`config.mk`:
```
export PLATFORM = sky130hd
export DESIGN_NAME = acc_adc_control
export DESIGN_NICKNAME = d
export VERILOG_FILES = /design/src/acc_pkg.sv /design/src/acc_adc_control.sv
export VERILOG_INCLUDE_DIRS = /design/src
export SDC_FILE = /design/constraint.sdc
export NUM_CORES = 1
export LEC_CHECK = 0
export ABC_AREA = 1
export BUFFER_PORTS_ARGS = -buffer_cell sky130_fd_sc_hd__buf_2
export CAP_MARGIN = 5
export CORE_MARGIN = 2
export CORE_UTILIZATION = 50
export CTS_CLUSTER_SIZE = 40
export DETAILED_ROUTE_END_ITERATION = 10
export PLACE_DENSITY = 0.72
export SLEW_MARGIN = 20
export SYNTH_ARGS = -nofsm -noshare
export SYNTH_HDL_FRONTEND = slang
export SYNTH_SLANG_ARGS = --single-unit
```
`constraint.sdc`:
```
create_clock -name clock -period 2.3 [get_ports clock]
set_clock_uncertainty 0.05 [all_clocks]
set_input_delay 0.46 -clock clock [delete_from_list [all_inputs] [get_ports clock]]
set_output_delay 0.46 -clock clock [all_outputs]
set_load 0.005 [all_outputs]
```
`src/acc_defs.svh`:
```
// register offsets, field positions, reset values and timing counts of the converter control
`ifndef ACC_DEFS_SVH
`define ACC_DEFS_SVH

`define ACC_ADDR_CONFIG       8'hBC
`define ACC_ADDR_CONTROL      8'hE8
`define ACC_ADDR_RESULT_LO    8'hBE
`define ACC_ADDR_RESULT_HI    8'hBF

`define ACC_CONFIG_RESET      8'h60
`define ACC_CONFIG_WR_MASK    8'hE7
`define ACC_CONTROL_RESET     8'h00

`define ACC_CTL_ENABLE_BIT    7
`define ACC_CTL_TRACK_BIT     6
`define ACC_CTL_DONE_BIT      5
`define ACC_CTL_BUSY_BIT      4
`define ACC_CTL_MODE_HI_BIT   3
`define ACC_CTL_MODE_LO_BIT   2
`define ACC_CTL_LJUST_BIT     0

`define ACC_CFG_CLKSEL_HI     7
`define ACC_CFG_CLKSEL_LO     5
`define ACC_CFG_GAIN_HI       2
`define ACC_CFG_GAIN_LO       0

`define ACC_SAR_BITS          10
`define ACC_TRACK_SAR_CLKS    2'd3
`define ACC_SYS_CLK_MHZ       50
`define ACC_SAR_CLK_MAX_MHZ   2
`define ACC_MAX_KSPS          100

`endif

```
`src/acc_pkg.sv`:
```
// types shared by the converter control
package acc_pkg;

    typedef enum logic [1:0] {
        ACC_IDLE  = 2'b00,
        ACC_TRACK = 2'b01,
        ACC_CONV  = 2'b10
    } acc_state_t;

    typedef enum logic [1:0] {
        ACC_START_SW   = 2'b00,
        ACC_START_TMR3 = 2'b01,
        ACC_START_EXT  = 2'b10,
        ACC_START_TMR2 = 2'b11
    } acc_start_t;

    typedef struct packed {
        logic       conv_enable;
        logic       track_mode;
        logic       conv_done_flag;
        logic       conv_busy;
        acc_start_t start_mode;
        logic       spare;
        logic       left_justify;
    } acc_ctrl_t;

    typedef struct packed {
        logic [2:0] sar_clock_period_sel;
        logic [1:0] unused;
        logic [2:0] amp_gain_sel;
    } acc_cfg_t;

endpackage

```
`src/acc_adc_control.sv`:
```
// conversion control: sar clock divider, start selection, track/convert sequencing, results
// What this block does
// sar clock period 1,2,4,8,16 system clocks
// software keeps sar clock at or below 2MHz; at 50MHz the slowest setting, 16, gives 3.125MHz
// supports up to 100ksps, no more required
// start-mode field picks one of four triggers
// software start: writing busy one starts conversion
// timer modes start on timer3/timer2 overflow
// external mode starts on convert-start rising edge
// busy high throughout conversion, low after
// busy falling sets done flag, requests interrupt
// software polls done flag, not busy
// result in high/low bytes, justified per bit
// tracking-mode clear: track except while converting
// low-power software start: track 3 sar clocks
// low-power timer start: track 3 sar clocks
// low-power external: track only while pin low
// tracking disabled in chip standby or sleep
// gain field decode 1,2,4,8,16,0.5
// config bits 4:3 read zero; reset 0x60
// analog runs only while enable bit set
// differential channels give two's complement results
// start modes: 00 sw,01 t3,10 ext,11 t2
// justification bit placement; unused bits zero, or sign copies when differential and right-justified
`timescale 1ns/1ps
`include "acc_defs.svh"

module acc_adc_control
    import acc_pkg::*;
(
    input  wire logic       clock,
    input  wire logic       rst,
    input  wire logic [7:0] sfr_addr,
    input  wire logic       sfr_wr,
    input  wire logic       sfr_rd,
    input  wire logic [7:0] sfr_wdata,
    output logic      [7:0] sfr_rdata,
    input  wire logic       tmr3_ovf,
    input  wire logic       tmr2_ovf,
    input  wire logic       ext_conv_start,
    input  wire logic       comp_in,
    input  wire logic       diff_mode,
    input  wire logic       chip_standby,
    output logic      [9:0] dac_code,
    output logic            sar_clk_tick,
    output logic            track_en,
    output logic            afe_enable,
    output logic      [2:0] pga_gain,
    output logic            conv_irq
);

    acc_cfg_t   cfg_q;
    acc_ctrl_t  ctl_q;
    acc_state_t state_q;
    acc_ctrl_t  wr_ctl;
    logic [3:0] div_cnt_q;
    logic [3:0] div_max;
    logic       tick;
    logic [2:0] ext_sync_q;
    logic       ext_rise;
    logic       start_req;
    logic       sw_start;
    logic [1:0] trk_cnt_q;
    logic [3:0] bit_idx_q;
    logic [9:0] sar_q;
    logic [9:0] sar_d;
    logic [9:0] res_val;
    logic [7:0] res_hi_q;
    logic [7:0] res_lo_q;
    logic       busy;
    logic       busy_d1_q;
    logic       busy_fall;
    logic       ctl_wr;
    logic       conv_last;
    logic [7:0] rd_mux;

    assign ctl_wr = sfr_wr && (sfr_addr == `ACC_ADDR_CONTROL);
    assign wr_ctl = acc_ctrl_t'(sfr_wdata);
    assign busy   = (state_q != ACC_IDLE);

    // config register, bits 4:3 held at zero
    always_ff @(posedge clock)
    begin
        if (rst)
            cfg_q <= acc_cfg_t'(`ACC_CONFIG_RESET);
        else if (sfr_wr && sfr_addr == `ACC_ADDR_CONFIG)
            cfg_q <= acc_cfg_t'(sfr_wdata & `ACC_CONFIG_WR_MASK);
    end

    // divider: 1xx saturates at 16
    always_comb
    begin
        case (cfg_q.sar_clock_period_sel)
            3'b000:  div_max = 4'h0;
            3'b001:  div_max = 4'h1;
            3'b010:  div_max = 4'h3;
            3'b011:  div_max = 4'h7;
            default: div_max = 4'hF;
        endcase
    end

    assign tick = (div_cnt_q >= div_max);

    // divider free-runs only while a conversion sequence is active
    always_ff @(posedge clock)
    begin
        if (rst || !busy || tick)
            div_cnt_q <= 4'h0;
        else
            div_cnt_q <= div_cnt_q + 4'h1;
    end

    always_ff @(posedge clock)
    begin
        if (rst)
            sar_clk_tick <= 1'b0;
        else
            sar_clk_tick <= busy && tick;
    end

    // pin synchroniser, edge taken after the second stage
    always_ff @(posedge clock)
    begin
        if (rst)
            ext_sync_q <= 3'h0;
        else
            ext_sync_q <= {ext_sync_q[1:0], ext_conv_start};
    end

    assign ext_rise = ext_sync_q[1] && !ext_sync_q[2];
    assign sw_start = ctl_wr && wr_ctl.conv_busy;

    // triggers while busy are dropped: no queue of pending starts
    always_comb
    begin
        case (ctl_q.start_mode)
            ACC_START_SW:   start_req = sw_start;
            ACC_START_TMR3: start_req = tmr3_ovf;
            ACC_START_EXT:  start_req = ext_rise;
            ACC_START_TMR2: start_req = tmr2_ovf;
            default:        start_req = 1'b0;
        endcase
    end

    assign conv_last = (state_q == ACC_CONV) && tick && (bit_idx_q == 4'h0);

    // sequencer; 3 track + 10 bit clocks take 6.5us at 2MHz, fast enough for 100ksps
    always_ff @(posedge clock)
    begin
        if (rst || !ctl_q.conv_enable)
            state_q <= ACC_IDLE;
        else
        begin
            case (state_q)
                ACC_IDLE:
                    if (start_req)
                    begin
                        if (ctl_q.track_mode && ctl_q.start_mode != ACC_START_EXT)
                            state_q <= ACC_TRACK;
                        else
                            state_q <= ACC_CONV;
                    end
                ACC_TRACK:
                    if (tick && trk_cnt_q == `ACC_TRACK_SAR_CLKS - 2'd1)
                        state_q <= ACC_CONV;
                ACC_CONV:
                    if (conv_last)
                        state_q <= ACC_IDLE;
                default:
                    state_q <= ACC_IDLE;
            endcase
        end
    end

    always_ff @(posedge clock)
    begin
        if (rst || state_q != ACC_TRACK)
            trk_cnt_q <= 2'd0;
        else if (tick)
            trk_cnt_q <= trk_cnt_q + 2'd1;
    end

    // dac_code copies the next trial word, so comp_in always judges sar_q;
    // a delayed copy would let a 1-clock sar period judge a stale code
    always_comb
    begin
        sar_d = sar_q;
        if (state_q != ACC_CONV)
            sar_d = 10'h200;
        else if (tick)
        begin
            sar_d[bit_idx_q] = comp_in;
            if (bit_idx_q != 4'h0)
                sar_d[bit_idx_q - 4'h1] = 1'b1;
        end
    end

    always_ff @(posedge clock)
    begin
        if (rst)
        begin
            sar_q     <= 10'h000;
            dac_code  <= 10'h000;
            bit_idx_q <= 4'h0;
        end
        else
        begin
            sar_q    <= sar_d;
            dac_code <= sar_d;
            if (state_q != ACC_CONV)
                bit_idx_q <= 4'(`ACC_SAR_BITS - 1);
            else if (tick && bit_idx_q != 4'h0)
                bit_idx_q <= bit_idx_q - 4'h1;
        end
    end

    // final word includes the last decided bit
    always_comb
    begin
        res_val = sar_q;
        res_val[0] = comp_in;
        if (diff_mode)
            res_val[9] = ~res_val[9];
    end

    always_ff @(posedge clock)
    begin
        if (rst)
        begin
            res_hi_q <= 8'h00;
            res_lo_q <= 8'h00;
        end
        else if (conv_last)
        begin
            if (ctl_q.left_justify)
            begin
                res_hi_q <= res_val[9:2];
                res_lo_q <= {res_val[1:0], 6'h00};
            end
            else
            begin
                res_hi_q <= {{6{diff_mode & res_val[9]}}, res_val[9:8]};
                res_lo_q <= res_val[7:0];
            end
        end
    end

    always_ff @(posedge clock)
    begin
        if (rst)
            busy_d1_q <= 1'b0;
        else
            busy_d1_q <= busy;
    end

    assign busy_fall = busy_d1_q && !busy;

    // control register; done flag set wins over a software clear
    always_ff @(posedge clock)
    begin
        if (rst)
            ctl_q <= acc_ctrl_t'(`ACC_CONTROL_RESET);
        else
        begin
            if (ctl_wr)
            begin
                ctl_q.conv_enable    <= wr_ctl.conv_enable;
                ctl_q.track_mode     <= wr_ctl.track_mode;
                ctl_q.start_mode     <= wr_ctl.start_mode;
                ctl_q.left_justify   <= wr_ctl.left_justify;
                ctl_q.spare          <= 1'b0;
                ctl_q.conv_done_flag <= wr_ctl.conv_done_flag;
            end
            if (busy_fall)
                ctl_q.conv_done_flag <= 1'b1;
            ctl_q.conv_busy <= busy;
        end
    end

    always_ff @(posedge clock)
    begin
        if (rst)
            conv_irq <= 1'b0;
        else
            conv_irq <= busy_fall;
    end

    // track-and-hold and front-end power
    always_ff @(posedge clock)
    begin
        if (rst)
        begin
            track_en   <= 1'b0;
            afe_enable <= 1'b0;
        end
        else
        begin
            afe_enable <= ctl_q.conv_enable;
            if (!ctl_q.conv_enable || chip_standby)
                track_en <= 1'b0;
            else if (!ctl_q.track_mode)
                track_en <= (state_q != ACC_CONV);
            else if (ctl_q.start_mode == ACC_START_EXT)
                track_en <= !ext_sync_q[1] && (state_q == ACC_IDLE);
            else
                track_en <= (state_q == ACC_TRACK);
        end
    end

    // gain code: 0..4 = x1..x16, 5 = x0.5
    always_ff @(posedge clock)
    begin
        if (rst)
            pga_gain <= 3'h0;
        else if (cfg_q.amp_gain_sel[2])
            pga_gain <= cfg_q.amp_gain_sel[1] ? 3'h5 : 3'h4;
        else
            pga_gain <= {1'b0, cfg_q.amp_gain_sel[1:0]};
    end

    always_comb
    begin
        case (sfr_addr)
            `ACC_ADDR_CONFIG:    rd_mux = cfg_q;
            `ACC_ADDR_CONTROL:   rd_mux = ctl_q;
            `ACC_ADDR_RESULT_HI: rd_mux = res_hi_q;
            `ACC_ADDR_RESULT_LO: rd_mux = res_lo_q;
            default:             rd_mux = 8'h00;
        endcase
    end

    always_ff @(posedge clock)
    begin
        if (rst)
            sfr_rdata <= 8'h00;
        else if (sfr_rd)
            sfr_rdata <= rd_mux;
    end

    a_cfg_reserved_zero: assert property (@(posedge clock) disable iff (rst)
        cfg_q.unused == 2'b00) else $error("config reserved bits not zero");

    a_div_period_16: assert property (@(posedge clock) disable iff (rst)
        cfg_q.sar_clock_period_sel[2] && tick |-> div_cnt_q == 4'hF)
        else $error("1xx divider not 16");

    a_sw_start_go: assert property (@(posedge clock) disable iff (rst)
        (state_q == ACC_IDLE && ctl_q.conv_enable && ctl_q.start_mode == ACC_START_SW
         && sw_start) |=> busy) else $error("software start ignored");

    a_tmr3_start_go: assert property (@(posedge clock) disable iff (rst)
        (state_q == ACC_IDLE && ctl_q.conv_enable && ctl_q.start_mode == ACC_START_TMR3
         && tmr3_ovf) |=> busy) else $error("timer 3 start ignored");

    a_ext_edge_go: assert property (@(posedge clock) disable iff (rst)
        (state_q == ACC_IDLE && ctl_q.conv_enable && ctl_q.start_mode == ACC_START_EXT
         && ext_rise) |=> state_q == ACC_CONV) else $error("external edge ignored");

    a_busy_mirrors: assert property (@(posedge clock) disable iff (rst)
        busy |=> ctl_q.conv_busy) else $error("busy bit not set during conversion");

    a_done_on_fall: assert property (@(posedge clock) disable iff (rst)
        busy_fall |=> ctl_q.conv_done_flag && conv_irq) else $error("done flag not raised");

    a_track_three: assert property (@(posedge clock) disable iff (rst)
        (state_q == ACC_IDLE && $past(state_q) == ACC_IDLE) ##1 state_q == ACC_TRACK
        |-> state_q == ACC_TRACK [*3]) else $error("tracking shorter than 3 clocks");

    a_no_track_conv: assert property (@(posedge clock) disable iff (rst)
        state_q == ACC_CONV && $past(state_q) == ACC_CONV |-> !track_en)
        else $error("tracking during conversion");

    a_standby_off: assert property (@(posedge clock) disable iff (rst)
        chip_standby |=> !track_en) else $error("tracking in standby");

    a_disable_idle: assert property (@(posedge clock) disable iff (rst)
        !ctl_q.conv_enable |=> state_q == ACC_IDLE && !track_en)
        else $error("converter active while disabled");

    a_ljust_low_zero: assert property (@(posedge clock) disable iff (rst)
        conv_last && ctl_q.left_justify |=> res_lo_q[5:0] == 6'h00)
        else $error("left-justified low bits not zero");

endmodule

```
# [After elaboration in Yosys (flattened, before gate mapping)]
# Index checks and enable logic that the tools add are counted.
[op_classes] mux=27 n_lt_le_gt_ge=5 add_sub_neg=3 n_reduce_logical=36 bitwise_logic=4 n_eq_ne=19
[op_table] operator="equality test 8 bit (second input constant)" n=4
[op_table] operator="one-hot mux 8 bit (4 select lines)" n=1
[op_table] operator="two-way mux 10 bit" n=3
[op_table] operator="two-way mux 8 bit" n=2
[op_table] operator="one-hot mux 4 bit (4 select lines)" n=1
[op_table] operator="logical AND 1 bit" n=14
[op_table] operator="bitwise mux 10 bit" n=1
[op_table] operator="less-than comparator 4 x 5 -> 1 bit (second input constant)" n=2
[op_table] operator="two-way mux 2 bit" n=5
[op_table] operator="!= test 2 bit (second input constant)" n=5
[op_table] operator="bitwise OR 10 bit" n=1
[op_table] operator="demux 1 bit (select 4 bit)" n=2
[op_table] operator="equality test 2 bit (second input constant)" n=4
[op_table] operator=">= comparator 4 x 1 -> 1 bit (second input constant)" n=2
[op_table] operator="two-way mux 1 bit" n=8
[op_table] operator="two-way mux 4 bit" n=2
[op_table] operator="nonzero test 2 bit" n=4
[op_table] operator="equality test 3 x 2 -> 1 bit (second input constant)" n=2
[op_table] operator="one-hot mux 2 bit (3 select lines)" n=1
[op_table] operator="OR reduction 2 bit" n=3
[op_table] operator="logical OR 1 bit" n=5
[op_table] operator="adder 4 x 1 -> 4 bit (second input constant)" n=1
[op_table] operator="equality test 2 x 1 -> 1 bit (second input constant)" n=2
[op_table] operator=">= comparator 4 bit" n=1
[op_table] operator="other kinds (13)" n=18
[totals] register_bits=69 in_bits=26 elab_cells=119 out_inout_bits=25

# [Longest topological paths before layout]
[depth] ltp_word=9 ltp_mapped=13 ltp_nobuf=13

# [Worst setup path before layout]
# No wires, ideal clock.
[synth_path] kind="flip-flop to flip-flop" startpoint="register cfg_q[7] (netlist bit)" endpoint="register res_lo_q[2]" setup_ns=0.132 required_ns=2.118 arrival_ns=1.474 slack_ns=0.644 path_buffers=1 synth_period_minus_slack_ns=1.656 path_stages_with_launch=12 path_cell_list="dfxtp_1 inv_1 ha_1 nand2_1 inv_1 nand3_1 nand3_2 nand2_2 inv_4 buf_8 nand3_1 a21oi_1"
[synth_between] elab_chain_cells=5 word_cells_on_any_way=8 cone_classes="order compare (1); eq/ne (3); mux (1); reduce/logical (3)"
[synth_lines] item="start, declared" line_no="acc_adc_control.sv:52" rtl="acc_cfg_t cfg_q;"
[synth_lines] item="start signal, assigned" line_no="acc_adc_control.sv:85" rtl="cfg_q <= acc_cfg_t'(`ACC_CONFIG_RESET);"
[synth_lines] item="start signal, assigned" line_no="acc_adc_control.sv:87" rtl="cfg_q <= acc_cfg_t'(sfr_wdata & `ACC_CONFIG_WR_MASK);"
[synth_lines] item="equality test 3 x 2 -> 1 bit, or another cell as far along" line_no="acc_adc_control.sv:93" rtl="case (cfg_q.sar_clock_period_sel)"
[synth_lines] item="one-hot mux 4 bit (4 select lines) (*)" line_no="acc_adc_control.sv:93"
[synth_lines] item=">= comparator 4 bit (*)" line_no="acc_adc_control.sv:102" rtl="assign tick = (div_cnt_q >= div_max);"
[synth_lines] item="logical AND 1 bit (*) (2 in series)" line_no="acc_adc_control.sv:145" rtl="assign conv_last = (state_q == ACC_CONV) && tick && (bit_idx_q == 4'h0);"
[synth_lines] item="end signal, assigned" line_no="acc_adc_control.sv:238" rtl="res_lo_q <= {res_val[1:0], 6'h00};"
[synth_lines] item="end signal, assigned" line_no="acc_adc_control.sv:243" rtl="res_lo_q <= res_val[7:0];"
[synth_lines] item="end, declared" line_no="acc_adc_control.sv:69" rtl="logic [7:0] res_lo_q;"
# Mark *: on every way between the ends. The rest lies on a longest branch, timed or not.
# A chain may end at the register's enable or synchronous reset.

# [Final worst setup path]
[layout_path] startpoint="register cfg_q[7] (netlist bit)" endpoint="register bit_idx_q[2]"
[layout_between] elab_chain_cells=4 word_cells_on_any_way=7 cone_classes="order compare (1); eq/ne (3); mux (1); reduce/logical (2)"
[layout_lines] item="equality test 3 x 2 -> 1 bit, or another cell as far along" line_no="acc_adc_control.sv:93"
[layout_lines] item="one-hot mux 4 bit (4 select lines) (*)" line_no="acc_adc_control.sv:93"
[layout_lines] item=">= comparator 4 bit (*)" line_no="acc_adc_control.sv:102"
[layout_lines] item="logical AND 1 bit (*)" line_no="acc_adc_control.sv:212" rtl="else if (tick && bit_idx_q != 4'h0)"
[layout_lines] item="end signal, assigned" line_no="acc_adc_control.sv:211" rtl="bit_idx_q <= 4'(`ACC_SAR_BITS - 1);"
[layout_lines] item="end signal, assigned" line_no="acc_adc_control.sv:213" rtl="bit_idx_q <= bit_idx_q - 4'h1;"
[layout_lines] item="end, declared" line_no="acc_adc_control.sv:64" rtl="logic [3:0] bit_idx_q;"
# Marks and branches as above.

==> results by stage <==
Run status:
- The run finished with clean final reports.

Floorplanning:
- The initialized floorplan defines 29 standard-cell rows.
- The number of primary I/O pins is 51.
- The die covers 7380 µm².
- The area inside the core boundary is 6420 µm².
- For this configuration, the core starts out at a cell density of 52.3%.
- In this run the vertical extent of the chip is 85.9 µm.
- Measured along the x axis, the die boundary spans 85.9 µm.

Drt:
- In this run, the number of DRC markers left after iteration 0 of detailed routing was 192.
- The uppermost metal layer occupied by signal nets is met4.
- Detailed routing placed a total of 3.60 mm of wire on met2.
- The post-detailed-route DRC marker count is 0.
- In the final routed layout, each cell accounts on average for 13.2 µm.
- The detail route stage leaves a number of antenna-violating nets equal to 0.
- For this block, wires on met1 add up to 3.73 mm.
- The via-per-instance ratio is 5.32.
- The detailed-router iteration count before antenna repair is 4.
- In the detailed route, the total length drawn on met3 is 466 µm.
- The post-detailed-routing wire length is 8.03 mm.
- The number of vias after detailed routing is 3228.

Placement:
- Once detailed placement completed, the half-perimeter wirelength came to 6.02 mm.
- At the end of routability-driven placement, the weighted congestion stood at 0.927.
- The cell count after placement is 591.
- The count of input and output buffers is 50.

Yosys:
- The cell taking the most area after synthesis is sky130_fd_sc_hd__dfxtp_1.
- Sorting the synthesized cells by area gives the leading types as sky130_fd_sc_hd__dfxtp_1 41%, sky130_fd_sc_hd__nand2_1 10%, sky130_fd_sc_hd__o21ai_0 8.2%.
- The average cell area after synthesis is 7.05 µm².
- The flop and latch count out of synthesis is 69.
- sky130_fd_sc_hd__nand2_1 is the most common cell in the netlist.
- The number of enable-type register cells in the synthesized netlist is 0.
- The count of mapped cells out of synthesis is 476.
- The most frequently used flop master after synthesis is sky130_fd_sc_hd__dfxtp_1.
- The sequential area share after synthesis is 41.2%.
- Yosys printed 0 warnings.
- The total standard cell area after synthesis is 3360 µm².
- The share of the synthesized area in the top cell type is 41.2%.
- Counting instances in the post-synthesis netlist gives the leading cell types as 93 x sky130_fd_sc_hd__nand2_1, 69 x sky130_fd_sc_hd__dfxtp_1, 61 x sky130_fd_sc_hd__inv_1.
- Synthesis instantiated 34 different standard cells from the library.
- Synthesis produced a netlist with a net count of 513.
- The share of flip-flops with an asynchronous set or reset after synthesis is 0%.

Final layout:
- The synthesis-to-layout area growth is 14.9%.
- The number of antenna cells inserted is 0.
- Fill cells in the final layout number 618.
- The post-route netlist has 14.9% of its cells at a drive strength greater than 1.
- The final core utilization is 60.0%.
- After the last flow step, the layout net total stands at 562.
- The number of cells in the finished layout apart from fillers is 607.

Setup path:
- The path depth of the worst reg2reg path is 10.
- The critical path data arrival time is 2170 ps.
- In this run the worst setup path terminates at bit_idx_q[2].
- The maximum fanout along the worst path is 27.
- The endpoint class of the critical path is a flip-flop.
- The worst register-to-register path begins at cfg_q[7].
- The critical path is of the flip-flop to flip-flop type.
- The worst register-to-register path has a setup slack of 340 ps.
- Tracing the worst setup path back leads to its startpoint at cfg_q[7].
- The endpoint of the lowest-slack register-to-register path is bit_idx_q[2].
- The critical path launch point type is a flip-flop.
- The required time at the endpoint of the critical path is 2520 ps.

STA:
- The max-slew violation count came to 0.
- The total of endpoints with negative setup slack in the final report is 0.
- Setup repair after global routing left no endpoint under its margin.
- The post-route worst hold slack is 266 ps.
- The shortest clock period the worst path allows after layout is 1960 ps.
- Measured against its own limit, the worst slew margin works out to 59.2%.
- The share of the clock period used by the worst path after layout is 85.2%.
- The transition at the pin with the smallest max-transition slack is 612 ps.
- The maximum clock frequency is 511 MHz.
- Summed over all failing endpoints, the final setup total negative slack is 0 ps.
- The count of final hold-check violations came to 0.

CTS:
- The number of buffers created by CTS is 9.
- TritonCTS built the clock tree.
- The clock network latency to the later pin of the worst-skew pair is 350 ps.
- The quantity of hold-fixing buffers added after cts is 0.
- For this design, the sink count on the clock tree is 69.
- The largest buffer count on any clock path is 2.
- The count of buffers added by post-CTS timing repair for setup is 0.
- The clock transition at the registers of the reported paths is 70 ps.
- The H-tree was split into 3 levels.
- The cell at the root of the clock tree is sky130_fd_sc_hd__clkbuf_8.
- The number of gates resized after cts is 0.

GRT:
- The initial antenna violation count is 0.
- Global routing used 22.9% of the available tracks.
- The pin count of the biggest net entering global routing is 28.
- The number of global-route vias before repair is 2844.
- The wire length of the first global-routing pass is 13.3 mm.
- Summed over all layers, the global routing overflow is 0.

Power:
- The power per unit of standard cell area is 629 nW/µm².
- Overall power consumption after layout is estimated at 2.43 mW.
- Combinational cells account for 4.9% of the total power.
- The analysis attributes to cell leakage a power of 1.67 nW.
- The net switching power of the design is 0.548 mW.
- Across the VDD grid, the largest voltage drop is 541 µV.
- The share of total power in sequential cells is 49.7%.
- In this run switching power makes up 22.6% of total power.
- The internal power is 1.88 mW.
- The clock share of power is 45.5%.

Job:
- Across the run, the number of max-cap violations was 0.

Worst hold path:
- The class of the most critical hold timing path is input port to flip-flop.
- The worst min-delay path startpoint is ext_conv_start.
-- worst min-delay path by stage --
stage / endpoint / slack [ps] / depth (start not counted)
CTS: ext_sync_q[0] / 250 / 3
detailed placement: ext_sync_q[1] / 350 / 2
global route: ext_sync_q[0] / 270 / 3
floorplan: ext_sync_q[1] / 340 / 2
global placement: ext_sync_q[1] / 350 / 2
finish: ext_sync_q[0] / 270 / 3
-- worst max-delay path, stage by stage, from the launching register on --
cell                      delay [ps]
sky130_fd_sc_hd__dfxtp_1         330
sky130_fd_sc_hd__inv_1           120
sky130_fd_sc_hd__nand3_1         120
sky130_fd_sc_hd__ha_1            300
sky130_fd_sc_hd__nand3_1          90
sky130_fd_sc_hd__nand3_2         100
sky130_fd_sc_hd__buf_4           270
sky130_fd_sc_hd__nand2_1         140
sky130_fd_sc_hd__inv_1           140
sky130_fd_sc_hd__nand2_1          70
sky130_fd_sc_hd__a21oi_1         150
-- cells by family after synthesis --
group | share of synthesized area (%)
AND/OR/NAND/NOR | 26.4
AO/OA/AOI/OAI | 18.0
buffers and inverters | 9.81
flip-flops | 41.2
adder cells (fa/ha/maj) | 4.10
XOR/XNOR | 0.522
-- flip-flops by register name, summed over array words and instances (netlist names), 2 cells and up --
register,flops
bit_idx_q,4
cfg_q,6
ctl_q,7
div_cnt_q,4
ext_sync_q,3
pga_gain,3
res_hi_q,8
res_lo_q,8
sar_q,10
sfr_rdata,8
state_q,2
trk_cnt_q,2
-- cell usage in the layout, fill, tap and decap left out, types with 2 or more instances in the layout --
cell type / instances
sky130_fd_sc_hd__nand2_1: 93
sky130_fd_sc_hd__dfxtp_1: 69
sky130_fd_sc_hd__inv_1: 61
sky130_fd_sc_hd__o21ai_0: 55
sky130_fd_sc_hd__buf_2: 50
sky130_fd_sc_hd__nor2_1: 49
sky130_fd_sc_hd__nand3_1: 47
sky130_fd_sc_hd__a21oi_1: 42
sky130_fd_sc_hd__ha_1: 11
sky130_fd_sc_hd__clkbuf_8: 10
sky130_fd_sc_hd__a31oi_1: 5
sky130_fd_sc_hd__nor3_1: 3
sky130_fd_sc_hd__o21ai_1: 3
sky130_fd_sc_hd__buf_4: 3
sky130_fd_sc_hd__a41oi_1: 2
sky130_fd_sc_hd__o211a_1: 2
sky130_fd_sc_hd__a211oi_1: 2
sky130_fd_sc_hd__nor2_4: 2
sky130_fd_sc_hd__nand2_2: 2
sky130_fd_sc_hd__nor3_2: 2
sky130_fd_sc_hd__clkinv_2: 2
sky130_fd_sc_hd__bufinv_16: 2
-- final cells by class --
class                   count  area, µm²  share of cell area [%]
clock buffers              10        138                    3.57
clock inverters             6       86.3                    2.24
inverters                  62        235                    6.10
multi-input cells         330       1650                    42.7
flip-flops and latches     69       1380                    35.8
well taps                  77       96.3                    2.50
repair buffers             53        273                    7.08
-- power groups by stage --
stage	Combinational (mW)	Sequential, mW	Clock (mW)
after global placement	0.115	1.23	0
after floorplan	0.0726	1.23	0
after CTS	0.118	1.20	1.13
after detailed placement	0.117	1.23	0
final	0.118	1.20	1.10
after global routing	0.134	1.20	1.17
-- per-stage QoR --
step                setup WS, ps  area (µm²)
detailed placement           343        3630
CTS                          333        3850
global placement             408        3630
floorplan                    644        3360
finish                       341        3850
global route                 152        3850
-- layer usage --
layer	global-route usage [%]	up-vias
met5	0	-
met4	12.6	0
met3	3.85	22
met2	36.3	103
met1	29.6	1442
li1	-	1661
(Power assumes the default switching activity.)
